==> config.mk <==
export PLATFORM = sky130hd
export DESIGN_NAME = adcmc_control
export DESIGN_NICKNAME = d
export VERILOG_FILES = /design/src/hdl/adcmc_dummy_unused.sv /design/src/hdl/adcmc_pkg.sv /design/src/hdl/adcmc_control.sv /design/src/hdl/adcmc_pin_sync.sv
export VERILOG_INCLUDE_DIRS = /design/src /design/src/hdl
export SDC_FILE = /design/constraint.sdc
export NUM_CORES = 1
export LEC_CHECK = 0
export ABC_AREA = 1
export BUFFER_PORTS_ARGS = -buffer_cell sky130_fd_sc_hd__buf_4
export CAP_MARGIN = 20
export CORE_MARGIN = 4
export CORE_UTILIZATION = 39
export DETAILED_ROUTE_END_ITERATION = 10
export PLACE_DENSITY_LB_ADDON = 0.05
export SYNTH_ARGS = -nofsm -noshare
export SYNTH_HDL_FRONTEND = slang
export SYNTH_SLANG_ARGS = --single-unit
==> constraint.sdc <==
create_clock -name ref_clk -period 9 [get_ports ref_clk]
set_clock_uncertainty 0.05 [all_clocks]
set_input_delay 0 -clock ref_clk [delete_from_list [all_inputs] [get_ports ref_clk]]
set_output_delay 0 -clock ref_clk [all_outputs]
set_load 0.005 [all_outputs]
==> src/hdl/adcmc_cfg.svh <==
// Offsets, field positions, reset values and timing counts for the converter control block.
`ifndef ADCMC_CFG_SVH
`define ADCMC_CFG_SVH
`define ADCMC_IDX_MODE 2'h0
`define ADCMC_IDX_OUT 2'h1
`define ADCMC_BIT_CLKSRC 5
`define ADCMC_BIT_INTYPE 4
`define ADCMC_BIT_MODEHI 3
`define ADCMC_BIT_MODELO 2
`define ADCMC_BIT_TRIGSEL 6
`define ADCMC_BIT_FMT 2
`define ADCMC_MODE_ZMASK 8'h00
`define ADCMC_OUT_ZMASK 8'h80
`define ADCMC_MODE_RESET 8'h00
`define ADCMC_OUT_RESET 8'h00
`define ADCMC_PIN_IDLE 15'h7800
`define ADCMC_SMP_DLY_MONO 4'h2
`define ADCMC_SMP_DLY_DUAL 4'h7
`define ADCMC_CONV_EXT 4'h5
`define ADCMC_CONV_INT 4'h6
`define ADCMC_DCONV_EXT 4'hA
`define ADCMC_DCONV_INT 4'hC
`define ADCMC_OSC_PERIOD_NS 125
`define ADCMC_REF_PERIOD_NS 5
`define ADCMC_OSC_DIV (`ADCMC_OSC_PERIOD_NS / `ADCMC_REF_PERIOD_NS)
`endif

==> src/hdl/adcmc_dummy_unused.sv <==
// Unused.

==> src/hdl/adcmc_pkg.sv <==
// Types shared by the converter control block.
package adcmc_pkg;
  typedef enum logic [1:0] {MONO_INT, DUAL_INT, MONO_CONT, DUAL_CONT} adcmc_mode_type;
  typedef enum logic [1:0] {ST_IDLE, ST_CONV, ST_DONE} adcmc_state_type;
endpackage : adcmc_pkg

==> src/hdl/adcmc_control.sv <==
// Mode, channel and trigger sequencing control of the four-input converter.
`timescale 1ns/1ps
`default_nettype none
`include "adcmc_cfg.svh"
module adcmc_control
  import adcmc_pkg::*;
#(
  parameter int OSC_DIV = `ADCMC_OSC_DIV
)
(
  input wire logic ref_clk,
  input wire logic arst_n,
  input wire logic csN,
  input wire logic rdN,
  input wire logic wrN,
  input wire logic convStartN,
  input wire logic extClkIn,
  input wire logic [9:0] busIn,
  output logic [9:0] busOut,
  output logic busOe,
  output logic intOut,
  output logic intOe,
  input wire logic [9:0] resultIn,
  input wire logic softPowerDown,
  output logic [3:0] chanEnable,
  output logic diffInputs,
  output logic bipolarResult,
  output logic extClkSel,
  output logic sampling,
  output logic converting,
  output logic convClkTick
);
  typedef struct packed {
    logic [7:0] modeCfg;
    logic [7:0] outCfg;
    logic [14:0] pinPrev;
    adcmc_state_type state;
    logic [3:0] tickCnt;
    logic [3:0] smpCnt;
    logic smpArmed;
    logic sampling;
    logic intLow;
    logic [9:0] resFirst;
    logic [9:0] resSecond;
    logic readSecond;
    logic cfgPtr;
    logic pdPrev;
    logic [4:0] divCnt;
    logic [9:0] busOut;
  } adcmc_ctl_type;

  localparam logic [4:0] DIV_LAST = 5'(OSC_DIV - 1);

  generate
    if (OSC_DIV < 2 || OSC_DIV > 32)
    begin : g_bad_div
      $error("Oscillator divider must lie between 2 and 32.");
    end
  endgenerate

  function automatic logic [3:0] chanDecode(input logic [7:0] cfg);
    logic [3:0] en;
    en = 4'h0;
    if (cfg[`ADCMC_BIT_MODELO] && cfg[`ADCMC_BIT_INTYPE])
      en = 4'hF;
    else if (cfg[`ADCMC_BIT_MODELO])
      en = cfg[0] ? 4'hA : 4'h5;
    else if (cfg[`ADCMC_BIT_INTYPE])
      en = cfg[1] ? 4'hC : 4'h3;
    else
      en = 4'h1 << cfg[1:0];
    return en;
  endfunction : chanDecode

  function automatic logic [3:0] convLen(input logic [7:0] cfg);
    logic ext;
    ext = cfg[`ADCMC_BIT_CLKSRC];
    if (cfg[`ADCMC_BIT_MODELO])
      return ext ? `ADCMC_DCONV_EXT : `ADCMC_DCONV_INT;
    return ext ? `ADCMC_CONV_EXT : `ADCMC_CONV_INT;
  endfunction : convLen

  logic rstMeta;
  logic rstN;
  logic [14:0] pinS;
  adcmc_ctl_type st;
  adcmc_ctl_type next_st;
  logic csS;
  logic rdS;
  logic wrS;
  logic cstS;
  logic [9:0] busS;
  logic wrRise;
  logic rdFall;
  logic rdRise;
  logic csRise;
  logic cstFall;
  logic cstRise;
  logic convTick;
  logic dual;
  logic cont;
  logic trigRd;
  logic monoRd;
  logic startConv;
  logic intClear;
  logic [3:0] curLen;
  logic [9:0] word;
  adcmc_mode_type mode;

  // Reset is released through two flip-flops.
  always_ff @(posedge ref_clk or negedge arst_n)
  begin
    if (!arst_n)
    begin
      rstMeta <= 1'b0;
      rstN <= 1'b0;
    end
    else
    begin
      rstMeta <= 1'b1;
      rstN <= rstMeta;
    end
  end

  adcmc_pin_sync #(.WIDTH(15), .IDLE(`ADCMC_PIN_IDLE)) u_sync (
    .clk(ref_clk),
    .rstN(rstN),
    .pinIn({csN, rdN, wrN, convStartN, extClkIn, busIn}),
    .syncOut(pinS)
  );

  assign csS = pinS[14];
  assign rdS = pinS[13];
  assign wrS = pinS[12];
  assign cstS = pinS[11];
  assign busS = pinS[9:0];
  assign wrRise = wrS && !st.pinPrev[12];
  assign rdFall = !rdS && st.pinPrev[13];
  assign rdRise = rdS && !st.pinPrev[13];
  assign csRise = csS && !st.pinPrev[14];
  assign cstFall = !cstS && st.pinPrev[11];
  assign cstRise = cstS && !st.pinPrev[11];

  // The internal oscillator counts from the trigger, the external clock is edge-detected.
  assign convTick = st.modeCfg[`ADCMC_BIT_CLKSRC] ? (pinS[10] && !st.pinPrev[10]) : (st.divCnt == DIV_LAST);

  assign mode = adcmc_mode_type'({st.modeCfg[`ADCMC_BIT_MODEHI], st.modeCfg[`ADCMC_BIT_MODELO]});
  assign dual = st.modeCfg[`ADCMC_BIT_MODELO];
  assign cont = st.modeCfg[`ADCMC_BIT_MODEHI];
  // Continuous modes use the read strobe, dual interrupt the start pin, mono interrupt either.
  assign trigRd = cont || (mode == MONO_INT && !st.outCfg[`ADCMC_BIT_TRIGSEL]);
  assign monoRd = (mode == MONO_INT) && trigRd;
  assign startConv = (trigRd && rdFall && !softPowerDown) || (!trigRd && cstRise);
  assign intClear = st.intLow && (csRise || (monoRd ? rdRise : rdFall));
  assign curLen = convLen(st.modeCfg);

  always_comb
  begin
    next_st = st;
    next_st.pinPrev = pinS;
    next_st.pdPrev = softPowerDown;
    if (st.divCnt == DIV_LAST)
      next_st.divCnt = 5'h00;
    else
      next_st.divCnt = st.divCnt + 5'h01;
    // A register changes only when a full write strobe ends with chip select low.
    if (wrRise && !csS)
    begin
      case (busS[9:8])
        `ADCMC_IDX_MODE: next_st.modeCfg = busS[7:0] & ~`ADCMC_MODE_ZMASK;
        `ADCMC_IDX_OUT: next_st.outCfg = busS[7:0] & ~`ADCMC_OUT_ZMASK;
        default: next_st.outCfg = st.outCfg;
      endcase
      next_st.sampling = 1'b1;
      next_st.smpArmed = 1'b0;
    end
    if (cstFall && !trigRd)
    begin
      next_st.sampling = 1'b1;
      next_st.smpArmed = 1'b0;
    end
    if (st.smpArmed && convTick)
    begin
      if (st.smpCnt == 4'h1)
      begin
        next_st.sampling = 1'b1;
        next_st.smpArmed = 1'b0;
      end
      else
        next_st.smpCnt = st.smpCnt - 4'h1;
    end
    case (st.state)
      ST_IDLE: next_st.state = ST_IDLE;
      ST_CONV:
      begin
        if (convTick)
        begin
          next_st.tickCnt = st.tickCnt + 4'h1;
          if (dual && st.tickCnt == (curLen >> 1) - 4'h1)
            next_st.resFirst = resultIn;
          if (st.tickCnt == curLen - 4'h1)
          begin
            if (dual)
              next_st.resSecond = resultIn;
            else
              next_st.resFirst = resultIn;
            next_st.state = cont ? ST_IDLE : ST_DONE;
            next_st.intLow = !cont;
          end
        end
      end
      ST_DONE: next_st.state = ST_DONE;
      default: next_st.state = ST_IDLE;
    endcase
    if (intClear)
    begin
      next_st.intLow = 1'b0;
      next_st.state = ST_IDLE;
    end
    if (rdRise && dual && !softPowerDown)
      next_st.readSecond = !st.readSecond;
    if (startConv)
    begin
      next_st.state = ST_CONV;
      next_st.tickCnt = 4'h0;
      next_st.divCnt = 5'h00;
      next_st.sampling = 1'b0;
      next_st.readSecond = 1'b0;
      next_st.intLow = 1'b0;
      if (trigRd)
      begin
        next_st.smpArmed = 1'b1;
        next_st.smpCnt = (mode == DUAL_CONT) ? `ADCMC_SMP_DLY_DUAL : `ADCMC_SMP_DLY_MONO;
      end
    end
    if (softPowerDown && !st.pdPrev)
      next_st.cfgPtr = 1'b0;
    else if (softPowerDown && rdRise)
      next_st.cfgPtr = 1'b1;
    word = st.readSecond ? st.resSecond : st.resFirst;
    if (st.modeCfg[`ADCMC_BIT_INTYPE] && !st.outCfg[`ADCMC_BIT_FMT])
      word[9] = !word[9];
    if (softPowerDown)
      next_st.busOut = st.cfgPtr ? {`ADCMC_IDX_OUT, st.outCfg} : {`ADCMC_IDX_MODE, st.modeCfg};
    else
      next_st.busOut = word;
  end

  always_ff @(posedge ref_clk or negedge rstN)
  begin
    if (!rstN)
    begin
      st <= '0;
      st.modeCfg <= `ADCMC_MODE_RESET;
      st.outCfg <= `ADCMC_OUT_RESET;
      st.pinPrev <= `ADCMC_PIN_IDLE;
      st.state <= ST_IDLE;
    end
    else
    begin
      st <= next_st;
    end
  end

  assign busOut = st.busOut;
  assign busOe = !csS && !rdS && (softPowerDown || !monoRd || st.intLow);
  assign intOut = 1'b0;
  assign intOe = st.intLow;
  assign chanEnable = chanDecode(st.modeCfg);
  assign diffInputs = st.modeCfg[`ADCMC_BIT_INTYPE];
  assign bipolarResult = st.modeCfg[`ADCMC_BIT_INTYPE];
  assign extClkSel = st.modeCfg[`ADCMC_BIT_CLKSRC];
  assign sampling = st.sampling;
  assign converting = (st.state == ST_CONV);
  assign convClkTick = convTick;
endmodule : adcmc_control
`default_nettype wire

==> src/hdl/adcmc_pin_sync.sv <==
// Two-stage synchroniser for the asynchronous pins of the converter control block.
`timescale 1ns/1ps
`default_nettype none
module adcmc_pin_sync
  import adcmc_pkg::*;
#(
  parameter int WIDTH = 1,
  parameter logic [WIDTH-1:0] IDLE = '0
)
(
  input wire logic clk,
  input wire logic rstN,
  input wire logic [WIDTH-1:0] pinIn,
  output logic [WIDTH-1:0] syncOut
);
  typedef struct packed {
    logic [WIDTH-1:0] meta;
    logic [WIDTH-1:0] stable;
  } adcmc_sync_type;

  adcmc_sync_type st;
  adcmc_sync_type next_st;

  generate
    if (WIDTH < 1)
    begin : g_bad_width
      $error("Synchroniser width must be at least one.");
    end
  endgenerate

  always_comb
  begin
    next_st.meta = pinIn;
    next_st.stable = st.meta;
  end

  always_ff @(posedge clk or negedge rstN)
  begin
    if (!rstN)
    begin
      st <= {IDLE, IDLE};
    end
    else
    begin
      st <= next_st;
    end
  end

  assign syncOut = st.stable;
endmodule : adcmc_pin_sync
`default_nettype wire

* After elaboration in Yosys (flattened, before gate mapping)
Index checks and enable logic that the tools add are counted.
** Word-level totals
- Memories kept :: 0
- Input port bits :: 28
- Bits in latches :: 0
- ROM bits :: 0
- Logic and storage cells :: 142
- RAM bits :: 0
- Output and inout bits :: 23
- Bits in registers :: 113
** Cells by class
- Multipliers :: 0
- Bitwise logic cells :: 0
- Reductions and logical operators :: 63
- Add/sub/neg operators :: 5
- Shift-type cells :: 1
- Equal/unequal tests :: 10
- Muxes and demuxes :: 43
- $lt $le $gt $ge :: 0
- Div/mod/pow operators :: 0
** Operators with widths (number)
- $mux 21 :: 3
- $mux 10 :: 5
- $mux 4 :: 9
- $logic_and 1x1->1 :: 25
- $logic_not 1->1 :: 17
- $mux 5 :: 3
- $mux 2 :: 7
- $mux 13 :: 1
- $mux 6 :: 2
- $reduce_and 2->1 :: 5
- $mux 1 :: 9
- $mux 9 :: 1
- $reduce_bool 3->1 :: 3
- $eq 4x4->1 :: 2
- $ne 4x1->1 const B :: 2
- $reduce_bool 2->1 :: 4
- $sub 4x1->4 const B :: 2
- $mux 3 :: 2
- $add 5x1->5 const B :: 1
- $eq 5x5->1 const B :: 1
- $logic_or 1x1->1 :: 5
- $add 4x1->4 const B :: 1
- $eq 2x1->1 const B :: 2
- $eq 2x2->1 const B :: 2
- 7 further kinds :: 8

* Longest topological paths before layout
Gate-level depths: netlist of run 1.
- Depth after elaboration :: 13
- Depth in mapped cells :: 13

* Cells and area by module
From an unflattened synthesis of run 1, not the netlist that was laid out.
** Unflattened totals
- Cells, all modules :: 471
- Area total of the unflattened synthesis :: 4464.3 um^2
** Modules (own cells, without submodules)
- adcmc_control :: sequential area each 1831.8 um^2, cells an instance 441, area each 3703.6 um^2, times used 1
- adcmc_pin_sync :: sequential area each 760.7 um^2, cells an instance 30, area each 760.7 um^2, times used 1

* Least setup slack after synthesis of run 1
No wires, ideal clock.
- Path type :: flip-flop to flip-flop
- From :: reg st, in the netlist extClkSel
- To :: reg st[18] (netlist name)
- Setup time :: 117 ps
- Stages on the path, launching flop included :: 13
- Data required time :: 8833 ps
- Setup slack :: 7207 ps
- Buffers on the path :: 1
- Data arrival time :: 1626 ps
- Cells stage by stage :: dfrtp_1 inv_1 ha_1 nand3_1 inv_1 nand2_1 nand2_2 inv_2 nor2_8 nand3_4 buf_6 nand2_1 o21ai_2
** Between the ends
- Cells in the longest elaborated chain, start to end :: 6
- Elaborated cells between the ends (all ways) :: 8
- Those cells by class :: add/sub: 1; eq/ne: 1; mux: 5; reduce/logical: 1
** Ends and longest elaborated chain
- start: declaration :: RTL line adcmc_control.sv:86 : adcmc_ctl_type st;
- start signal: assignment :: RTL line adcmc_control.sv:261 : st <= next_st;
- $mux 3 (no line)
- $mux 4 :: RTL line adcmc_control.sv:78 : if (cfg[`ADCMC_BIT_MODELO])
- $mux 4 :: RTL line adcmc_control.sv:80 : return ext ? `ADCMC_CONV_EXT : `ADCMC_CONV_INT;
- $sub 4x1->4 :: RTL line adcmc_control.sv:201 : if (st.tickCnt == curLen - 4'h1)
- $eq 4x4->1 :: RTL line adcmc_control.sv:201
- $reduce_and 4->1 (no line) *
Every way passes the cells marked *; elsewhere a longest branch is shown, timed or not. The select of a mux whose other input is x is not followed.
A chain may end at the register's enable or synchronous reset.

* Worst setup path after layout of run 1
- From :: reg st, in the netlist dual
- To :: reg st[19] (netlist name)
** Between the ends
- Cells in the longest elaborated chain, start to end :: 5
** Ends and longest elaborated chain (RTL line)
- $mux 1 :: adcmc_control.sv:78
- $mux 4 :: adcmc_control.sv:80
- $sub 4x1->4 :: adcmc_control.sv:201
- $eq 4x4->1 :: adcmc_control.sv:201
- $reduce_and 4->1 (no line) *
Every way passes the cells marked *; elsewhere a longest branch is shown, timed or not.

==> out/metrics.json, run 1 <==
{
  "core": {"value": 0.0114, "unit": "mm^2"},
  "timing.hold.ws": {"value": 0.188, "unit": "ns"},
  "wire_length_of_the_first_global_routing_pass": {"value": 16000, "unit": "um"},
  "drc": {"value": 0},
  "grt_most_used_layer": {"value": "met2"},
  "gr-usage-met1": {"value": 0.216},
  "final_layout_size_suffix_gt1_frac": {"value": 0.208},
  "postRouteWirelength": {"value": 9440, "unit": "um"},
  "viasPerCell": {"value": 4.65},
  "timing.final.crit_share": {"value": 0.285},
  "finalPower": {"value": 1.17, "unit": "mW"},
  "die_width": {"value": 116, "unit": "um"},
  "p_leak": {"value": 2.66, "unit": "nW"},
  "peakVddDrop": {"value": 0.164, "unit": "mV"},
  "syn-num-nets": {"value": 514},
  "dp_hpwl": {"value": 6540, "unit": "um"},
  "cts_tree": {"value": "done"},
  "critical_path_capture_point_type": {"value": "flop"},
  "fp.dieArea": {"value": 0.0134, "unit": "mm^2"},
  "timing.setup.tns": {"value": 0, "unit": "ns"},
  "areaGrowthSynthToFinish": {"value": 21.7, "unit": "%"},
  "layoutNonFillerInstCount": {"value": 691},
  "num-nets-final": {"value": 582},
  "post_synth.cell_area_avg": {"value": 9.51, "unit": "um^2"},
  "synth.distinct_cells": {"value": 40},
  "gr-usage-met3": {"value": 0.0413},
  "top_cell_type_s_share_of_synthesized_area": {"value": 0.504},
  "rr_worst_depth": {"value": 11},
  "drtAntennaViolNets": {"value": 0},
  "critical_path.cell_chain": {"value": "inv_1 > ha_1 > nand3_1 > inv_1 > nand2_1 > nand2_2 > inv_2 > nor2_8 > nand3_4 > nand2_1 > o21ai_2"},
  "critical_path_peak_fanout": {"value": 20},
  "power_density": {"value": 213, "unit": "mW/mm^2"},
  "clock_tree.buffer_depth": {"value": 2},
  "run_status": {"value": "finished, final reports clean"},
  "synth_enable_flop_cells": {"value": 0},
  "netlist_instances": {"value": 475},
  "grt_util_met2": {"value": 0.240},
  "synth.most_common_cell": {"value": "sky130_fd_sc_hd__dfrtp_1"},
  "routabilityCongestion": {"value": 0.791},
  "tightestPinTransition": {"value": 0.923, "unit": "ns"},
  "synth_sequential_area_ratio": {"value": 0.574},
  "post_synth_most_frequent_cells": {"value": "91 x sky130_fd_sc_hd__dfrtp_1, 87 x sky130_fd_sc_hd__nand2_1, 58 x sky130_fd_sc_hd__inv_1"},
  "timing.max_cap.violations": {"value": 0},
  "cts.clk_slew.worst_paths": {"value": 0.07, "unit": "ns"},
  "grt_setup_unrepaired": {"value": "no"},
  "timing.hold.worst.class": {"value": "reg -> async"},
  "global_router_s_overall_resource_usage": {"value": 0.156},
  "std_cell_rows": {"value": 39},
  "cts.sinks": {"value": 103},
  "cts_resized": {"value": 0},
  "setup.worst_path.class": {"value": "reg -> reg"},
  "cpMaxStageDelayCell": {"value": "sky130_fd_sc_hd__dfrtp_1"},
  "grt_antenna_before_repair": {"value": 0},
  "postCtsSetupBuffers": {"value": 0},
  "cts_root_buffer": {"value": "sky130_fd_sc_hd__clkbuf_16"},
  "worstSetupPathDepth": {"value": 11},
  "die_height": {"value": 116, "unit": "um"},
  "ios": {"value": 51},
  "number_of_i_o_port_buffers": {"value": 49},
  "slew_viol_final": {"value": 0},
  "slowest_delay": {"value": 0.71, "unit": "ns"},
  "clock_insertion_delay_worst_skew": {"value": 0.35, "unit": "ns"},
  "numCtsBuffers": {"value": 9},
  "syn_area": {"value": 0.00452, "unit": "mm^2"},
  "overflow": {"value": 0},
  "avgRoutedWirePerCell": {"value": 13.7, "unit": "um"},
  "place.detailed.instances": {"value": 647},
  "cp.arrival": {"value": 2.75, "unit": "ns"},
  "timing.final.crit_period": {"value": 2.57, "unit": "ns"},
  "vias": {"value": 3215},
  "synthArstFlopShare": {"value": 1.00},
  "post-synth-top-area-cell": {"value": "sky130_fd_sc_hd__dfrtp_1"},
  "cp_top_family": {"value": "simple AND/OR/NAND/NOR gates"},
  "ys_dominant_reg_cell": {"value": "sky130_fd_sc_hd__dfrtp_1"},
  "final_util": {"value": 0.484},
  "synth_area_leaders": {"value": "sky130_fd_sc_hd__dfrtp_1 50%, sky130_fd_sc_hd__nand2_1 7.2%, sky130_fd_sc_hd__dfstp_2 7.0%"},
  "maxSlewHeadroom": {"value": 0.385},
  "grt_max_degree": {"value": 77},
  "holdBufCountCts": {"value": 28},
  "timing.critical_path.from_type": {"value": "flop"},
  "cp.buffers_inverters": {"value": 3},
  "max_clock_freq": {"value": 389, "unit": "MHz"},
  "first_global_vias": {"value": 3206},
  "drt_pre_antenna_iters": {"value": 4},
  "hold_viol_final": {"value": 0},
  "insertedDiodeCount": {"value": 0},
  "effective_utilization_at_floorplan": {"value": 0.397},
  "ys_ff_latch": {"value": 103},
  "cts_max_level": {"value": 3},
  "detail_route.iter0.violations": {"value": 178},
  "setup_viol": {"value": 0},
  "yosys_warnings": {"value": 0},
  "cp.required": {"value": 9.19, "unit": "ns"}
}
cells in the final DEF, fill, tap and decap left out, drive strengths merged, types with 3 or more instances in the layout:
cell,Yosys,routed
nand4,3,3
a21oi,15,15
xor2,3,3
nor3,8,8
o21ai,51,51
nand2,96,96
dlygate4sd3,0,28
nand3,48,48
clkinv,1,4
dfrtp,91,91
clkbuf,4,10
buf,17,50
dfstp,12,12
o22ai,3,3
ha,11,11
inv,63,65
nor2,36,36
area by class of cell:
type | count | area (um^2)
clock buffer | 10 | 239
clock inverter | 6 | 52.6
fill | 1061 | 5870
inverter | 64 | 243
multi-input combinational | 287 | 1540
sequential | 103 | 2600
tap | 143 | 179
timing repair buffer | 78 | 656
per-stage QoR:
step	instance area [um^2]	worst slack, ns
after floorplan	4520	5.89
after global placement	4930	6.51
after detailed placement	4930	6.40
after CTS	5500	6.39
after global routing	5500	6.11
final	5500	6.43
cells by family (layout without fill, tap and decap cells):
family | count (synthesis) | in the layout | share of synthesized area
buffers and inverters | 85 | 158 | 0.0864
flip-flops | 103 | 103 | 0.574
multiplexers | 2 | 2 | 0.00471
XOR/XNOR | 5 | 5 | 0.00969
AND/OR/NAND/NOR | 194 | 194 | 0.199
AO/OA/AOI/OAI | 73 | 73 | 0.0941
adder cells (fa/ha/maj) | 11 | 11 | 0.0305
other | 2 | 2 | 0.00166
layer usage:
metal  routed length [um]  share of wire  up-vias
met5                    0              0        -
met4                  163          0.017        0
met3                  460          0.049       12
met2                 4330           0.46       59
met1                 4490           0.48     1500
li1                     -              -     1644
where the power goes:
part           switching [mW]  internal [mW]
combinational           0.123         0.0981
clock                   0.181          0.200
sequential             0.0528          0.519
total                   0.357          0.817
sequential cells by signal (all words and copies together) (netlist names):
signal,cells
extClkSel,1
sampling,1
busOut,10
rstMeta,1
u_sync.syncOut,15
intOe,1
u_sync.next_st,15
dual,1
st,55
cont,1
bipolarResult,1
rstN,1
worst paths after layout:
kind	from	end	slack, ns
max in group asynchronous	rstN$_DFF_PN0_	st[18]$_DFFE_PN0P_	7.46
min in group ref_clk	busIn[3]	u_sync.next_st[3]$_DFF_PN0_	0.24
worst max-delay path	dual$_DFFE_PN0P_	st[19]$_DFFE_PN0P_	6.43
worst max register to register	dual$_DFFE_PN0P_	st[19]$_DFFE_PN0P_	6.43
worst min register to register	rstN$_DFF_PN0_	st[61]$_DFF_PN0_	0.19
worst min-delay path	rstN$_DFF_PN0_	st[61]$_DFF_PN0_	0.19
Note: power is estimated with default switching activity, not from simulation.
==> inputs of run 2 (changes only) <==
Clock period 9 ns to 2.6 ns, I/O delays scaled along.
==> run 2 against run 1 <==
Against the previous run: die area did not move; critical path depth did not move; sequential cell count did not move.
==> out/metrics.json, run 2 (synthesis results as in run 1) <==
{
  "number_of_i_o_port_buffers": {"value": 49, "change": "unchanged"},
  "cp_top_family": {"value": "simple AND/OR/NAND/NOR gates", "change": "unchanged"},
  "setup_viol": {"value": 0, "change": "unchanged"},
  "power_density": {"value": 732, "unit": "mW/mm^2", "change": "was 213 mW/mm^2"},
  "die_height": {"value": 116, "unit": "um", "change": "unchanged"},
  "cp.arrival": {"value": 2.44, "unit": "ns", "change": "was 2.75 ns"},
  "postRouteWirelength": {"value": 9450, "unit": "um", "change": "was 9440 um"},
  "max_clock_freq": {"value": 442, "unit": "MHz", "change": "was 389 MHz"},
  "vias": {"value": 3241, "change": "was 3,215"},
  "drc": {"value": 0, "change": "unchanged"},
  "rr_worst_depth": {"value": 11, "change": "unchanged"},
  "die_width": {"value": 116, "unit": "um", "change": "unchanged"},
  "critical_path_capture_point_type": {"value": "flop", "change": "unchanged"},
  "num-fill-cells": {"value": 1067, "change": "was 1,061"},
  "viasPerCell": {"value": 4.67, "change": "was 4.65"},
  "cts.clk_slew.worst_paths": {"value": 0.07, "unit": "ns", "change": "about the same"},
  "commonest_non_fill_non_tap_cell_in_the_layout": {"value": "sky130_fd_sc_hd__dfrtp_1", "change": "unchanged"},
  "cts_max_level": {"value": 3, "change": "unchanged"},
  "avgRoutedWirePerCell": {"value": 13.6, "unit": "um", "change": "was 13.7 um"},
  "dp_hpwl": {"value": 6550, "unit": "um", "change": "was 6540 um"},
  "tightestPinTransition": {"value": 0.601, "unit": "ns", "change": "was 0.923 ns"},
  "wire_length_of_the_first_global_routing_pass": {"value": 15800, "unit": "um", "change": "was 16,000 um"},
  "num-nets-final": {"value": 585, "change": "was 582"},
  "reg2reg_setup_slack": {"value": 0.34, "unit": "ns", "change": "was 6.43 ns"},
  "cts_tree": {"value": "done", "change": "unchanged"},
  "first_global_vias": {"value": 3200, "change": "was 3,206"},
  "grt_max_degree": {"value": 45, "change": "was 77"},
  "drt_pre_antenna_iters": {"value": 4, "change": "unchanged"},
  "post-route-cell-area": {"value": 0.00553, "unit": "mm^2", "change": "was 0.00550 mm^2"},
  "p_leak": {"value": 2.68, "unit": "nW", "change": "was 2.66 nW"},
  "routabilityCongestion": {"value": 0.811, "change": "was 0.791"},
  "grt_setup_unrepaired": {"value": "no", "change": "unchanged"},
  "hold_viol_final": {"value": 0, "change": "unchanged"},
  "overflow": {"value": 0, "change": "unchanged"},
  "largest_reg_flops": {"value": 55, "change": "unchanged"},
  "largest_reg_by_ff_count": {"value": "st", "change": "unchanged"},
  "std_cell_rows": {"value": 39, "change": "unchanged"},
  "timing.hold.worst.class": {"value": "in -> reg", "change": "was reg -> async"},
  "effective_utilization_at_floorplan": {"value": 0.397, "change": "unchanged"},
  "timing.critical_path.from_type": {"value": "flop", "change": "unchanged"},
  "peakVddDrop": {"value": 0.483, "unit": "mV", "change": "was 0.164 mV"},
  "areaGrowthSynthToFinish": {"value": 22.3, "unit": "%", "change": "was 21.7%"},
  "timing.final.crit_period": {"value": 2.26, "unit": "ns", "change": "was 2.57 ns"},
  "cpMaxStageDelayCell": {"value": "sky130_fd_sc_hd__dfrtp_1", "change": "unchanged"},
  "crit-reg2reg-capture": {"value": "st[25]$_DFFE_PN0P_", "change": "was st[19]$_DFFE_PN0P_"},
  "worstSetupPathDepth": {"value": 11, "change": "unchanged"},
  "global_router_s_overall_resource_usage": {"value": 0.153, "change": "was 0.156"},
  "cts_root_buffer": {"value": "sky130_fd_sc_hd__clkbuf_16", "change": "unchanged"},
  "timing.setup.tns": {"value": 0, "unit": "ns", "change": "unchanged"},
  "timing.final.crit_share": {"value": 0.871, "change": "was 0.285"},
  "slew_viol_final": {"value": 0, "change": "unchanged"},
  "critical_path.cell_chain": {"value": "inv_1 > ha_1 > nand3_1 > inv_1 > nand2_1 > nand2_2 > inv_2 > nor2_8 > nand3_4 > nand2_1 > o21ai_2", "change": "unchanged"},
  "final_layout_size_suffix_gt1_frac": {"value": 0.211, "change": "was 0.208"},
  "clock_tree.buffer_depth": {"value": 2, "change": "unchanged"},
  "numCtsBuffers": {"value": 9, "change": "unchanged"},
  "critPathLaunch": {"value": "extClkSel$_DFFE_PN0P_", "change": "was dual$_DFFE_PN0P_"},
  "cts.sinks": {"value": 103, "change": "unchanged"},
  "cts_resized": {"value": 0, "change": "unchanged"},
  "timing.max_cap.violations": {"value": 0, "change": "unchanged"},
  "critical_path_peak_fanout": {"value": 20, "change": "unchanged"},
  "worst_setup_path_endpoint": {"value": "st[25]$_DFFE_PN0P_", "change": "was st[19]$_DFFE_PN0P_"},
  "insertedDiodeCount": {"value": 0, "change": "unchanged"},
  "grt_antenna_before_repair": {"value": 0, "change": "unchanged"},
  "drtAntennaViolNets": {"value": 0, "change": "unchanged"},
  "setup.worst_path.class": {"value": "reg -> reg", "change": "unchanged"},
  "maxSlewHeadroom": {"value": 0.599, "change": "was 0.385"},
  "ios": {"value": 51, "change": "unchanged"},
  "detail_route.iter0.violations": {"value": 229, "change": "was 178"},
  "core": {"value": 0.0114, "unit": "mm^2", "change": "unchanged"},
  "regToRegStartpoint": {"value": "extClkSel$_DFFE_PN0P_", "change": "was dual$_DFFE_PN0P_"},
  "run_status": {"value": "finished, final reports clean", "change": "unchanged"},
  "cp.buffers_inverters": {"value": 3, "change": "unchanged"},
  "cp.required": {"value": 2.78, "unit": "ns", "change": "was 9.19 ns"},
  "clock_insertion_delay_worst_skew": {"value": 0.35, "unit": "ns", "change": "about the same"},
  "dpl-instance-area": {"value": 0.00496, "unit": "mm^2", "change": "was 0.00493 mm^2"},
  "fp.dieArea": {"value": 0.0134, "unit": "mm^2", "change": "unchanged"},
  "mostFrequentLayoutCells": {"value": "90 x sky130_fd_sc_hd__dfrtp_1, 87 x sky130_fd_sc_hd__nand2_1, 58 x sky130_fd_sc_hd__inv_1, 52 x sky130_fd_sc_hd__buf_4, 44 x sky130_fd_sc_hd__nand3_1", "change": "was 90 x sky130_fd_sc_hd__dfrtp_1, 87 x sky130_fd_sc_hd__nand2_1, 58 x sky130_fd_sc_hd__inv_1, 50 x sky130_fd_sc_hd__buf_4, 44 x sky130_fd_sc_hd__nand3_1"},
  "slowest_delay": {"value": 0.50, "unit": "ns", "change": "was 0.71 ns"}
}
run 2: stage by stage:
stage	instances	total power [mW]	setup slack, ns	util	hold WS [ns]
after floorplan	475	2.49	0.807	-	-0.346
after global placement	650	2.76	0.367	0.437	-0.267
after detailed placement	650	2.77	0.339	0.437	-0.265
after CTS	694	4.11	0.320	0.486	0.232
after global routing	694	4.30	0.175	0.486	0.236
final	694	4.05	0.336	0.486	0.246
run 2: how the worst min path moves through the flow:
stage	startpoint	to	slack, ns	cells after the start
floorplan	arst_n	rstMeta$_DFF_PN0_	-0.35	0
global placement	arst_n	rstMeta$_DFF_PN0_	-0.27	1
detailed placement	arst_n	rstMeta$_DFF_PN0_	-0.26	1
CTS	extClkIn	u_sync.next_st[10]$_DFF_PN0_	0.23	2
global route	busIn[8]	u_sync.next_st[8]$_DFF_PN0_	0.24	2
finish	busIn[9]	u_sync.next_st[9]$_DFF_PN0_	0.25	2
run 2: timing repair:
item / 4_1_cts / 5_1_grt
buffers inserted: 0 / 0
hold endpoints to repair: 43 / 0
hold buffers: 28 / 0
run 2: final cells by class:
cell class                 instances  area [um^2]  area share
sequential                       103         2600       0.470
multi-input combinational        287         1540       0.278
timing repair buffer              81          691       0.125
clock buffer                      11          243      0.0439
inverter                          64          243      0.0439
tap                              143          179      0.0324
clock inverter                     5         38.8     0.00702
run 2: power by group:
group	internal (mW)	total, mW	switching [mW]
Combinational	0.349	0.793	0.445
Sequential	1.80	1.97	0.171
Clock	0.686	1.28	0.598
Total	2.83	4.05	1.21
run 2: layer usage:
metal / vias to the layer above / wire, um / global-route usage
li1: 1657 / - / -
met1: 1507 / 4660 / 0.216
met2: 60 / 4230 / 0.227
met3: 17 / 384 / 0.0381
met4: 0 / 176 / 0.0596
met5: - / 0 / 0
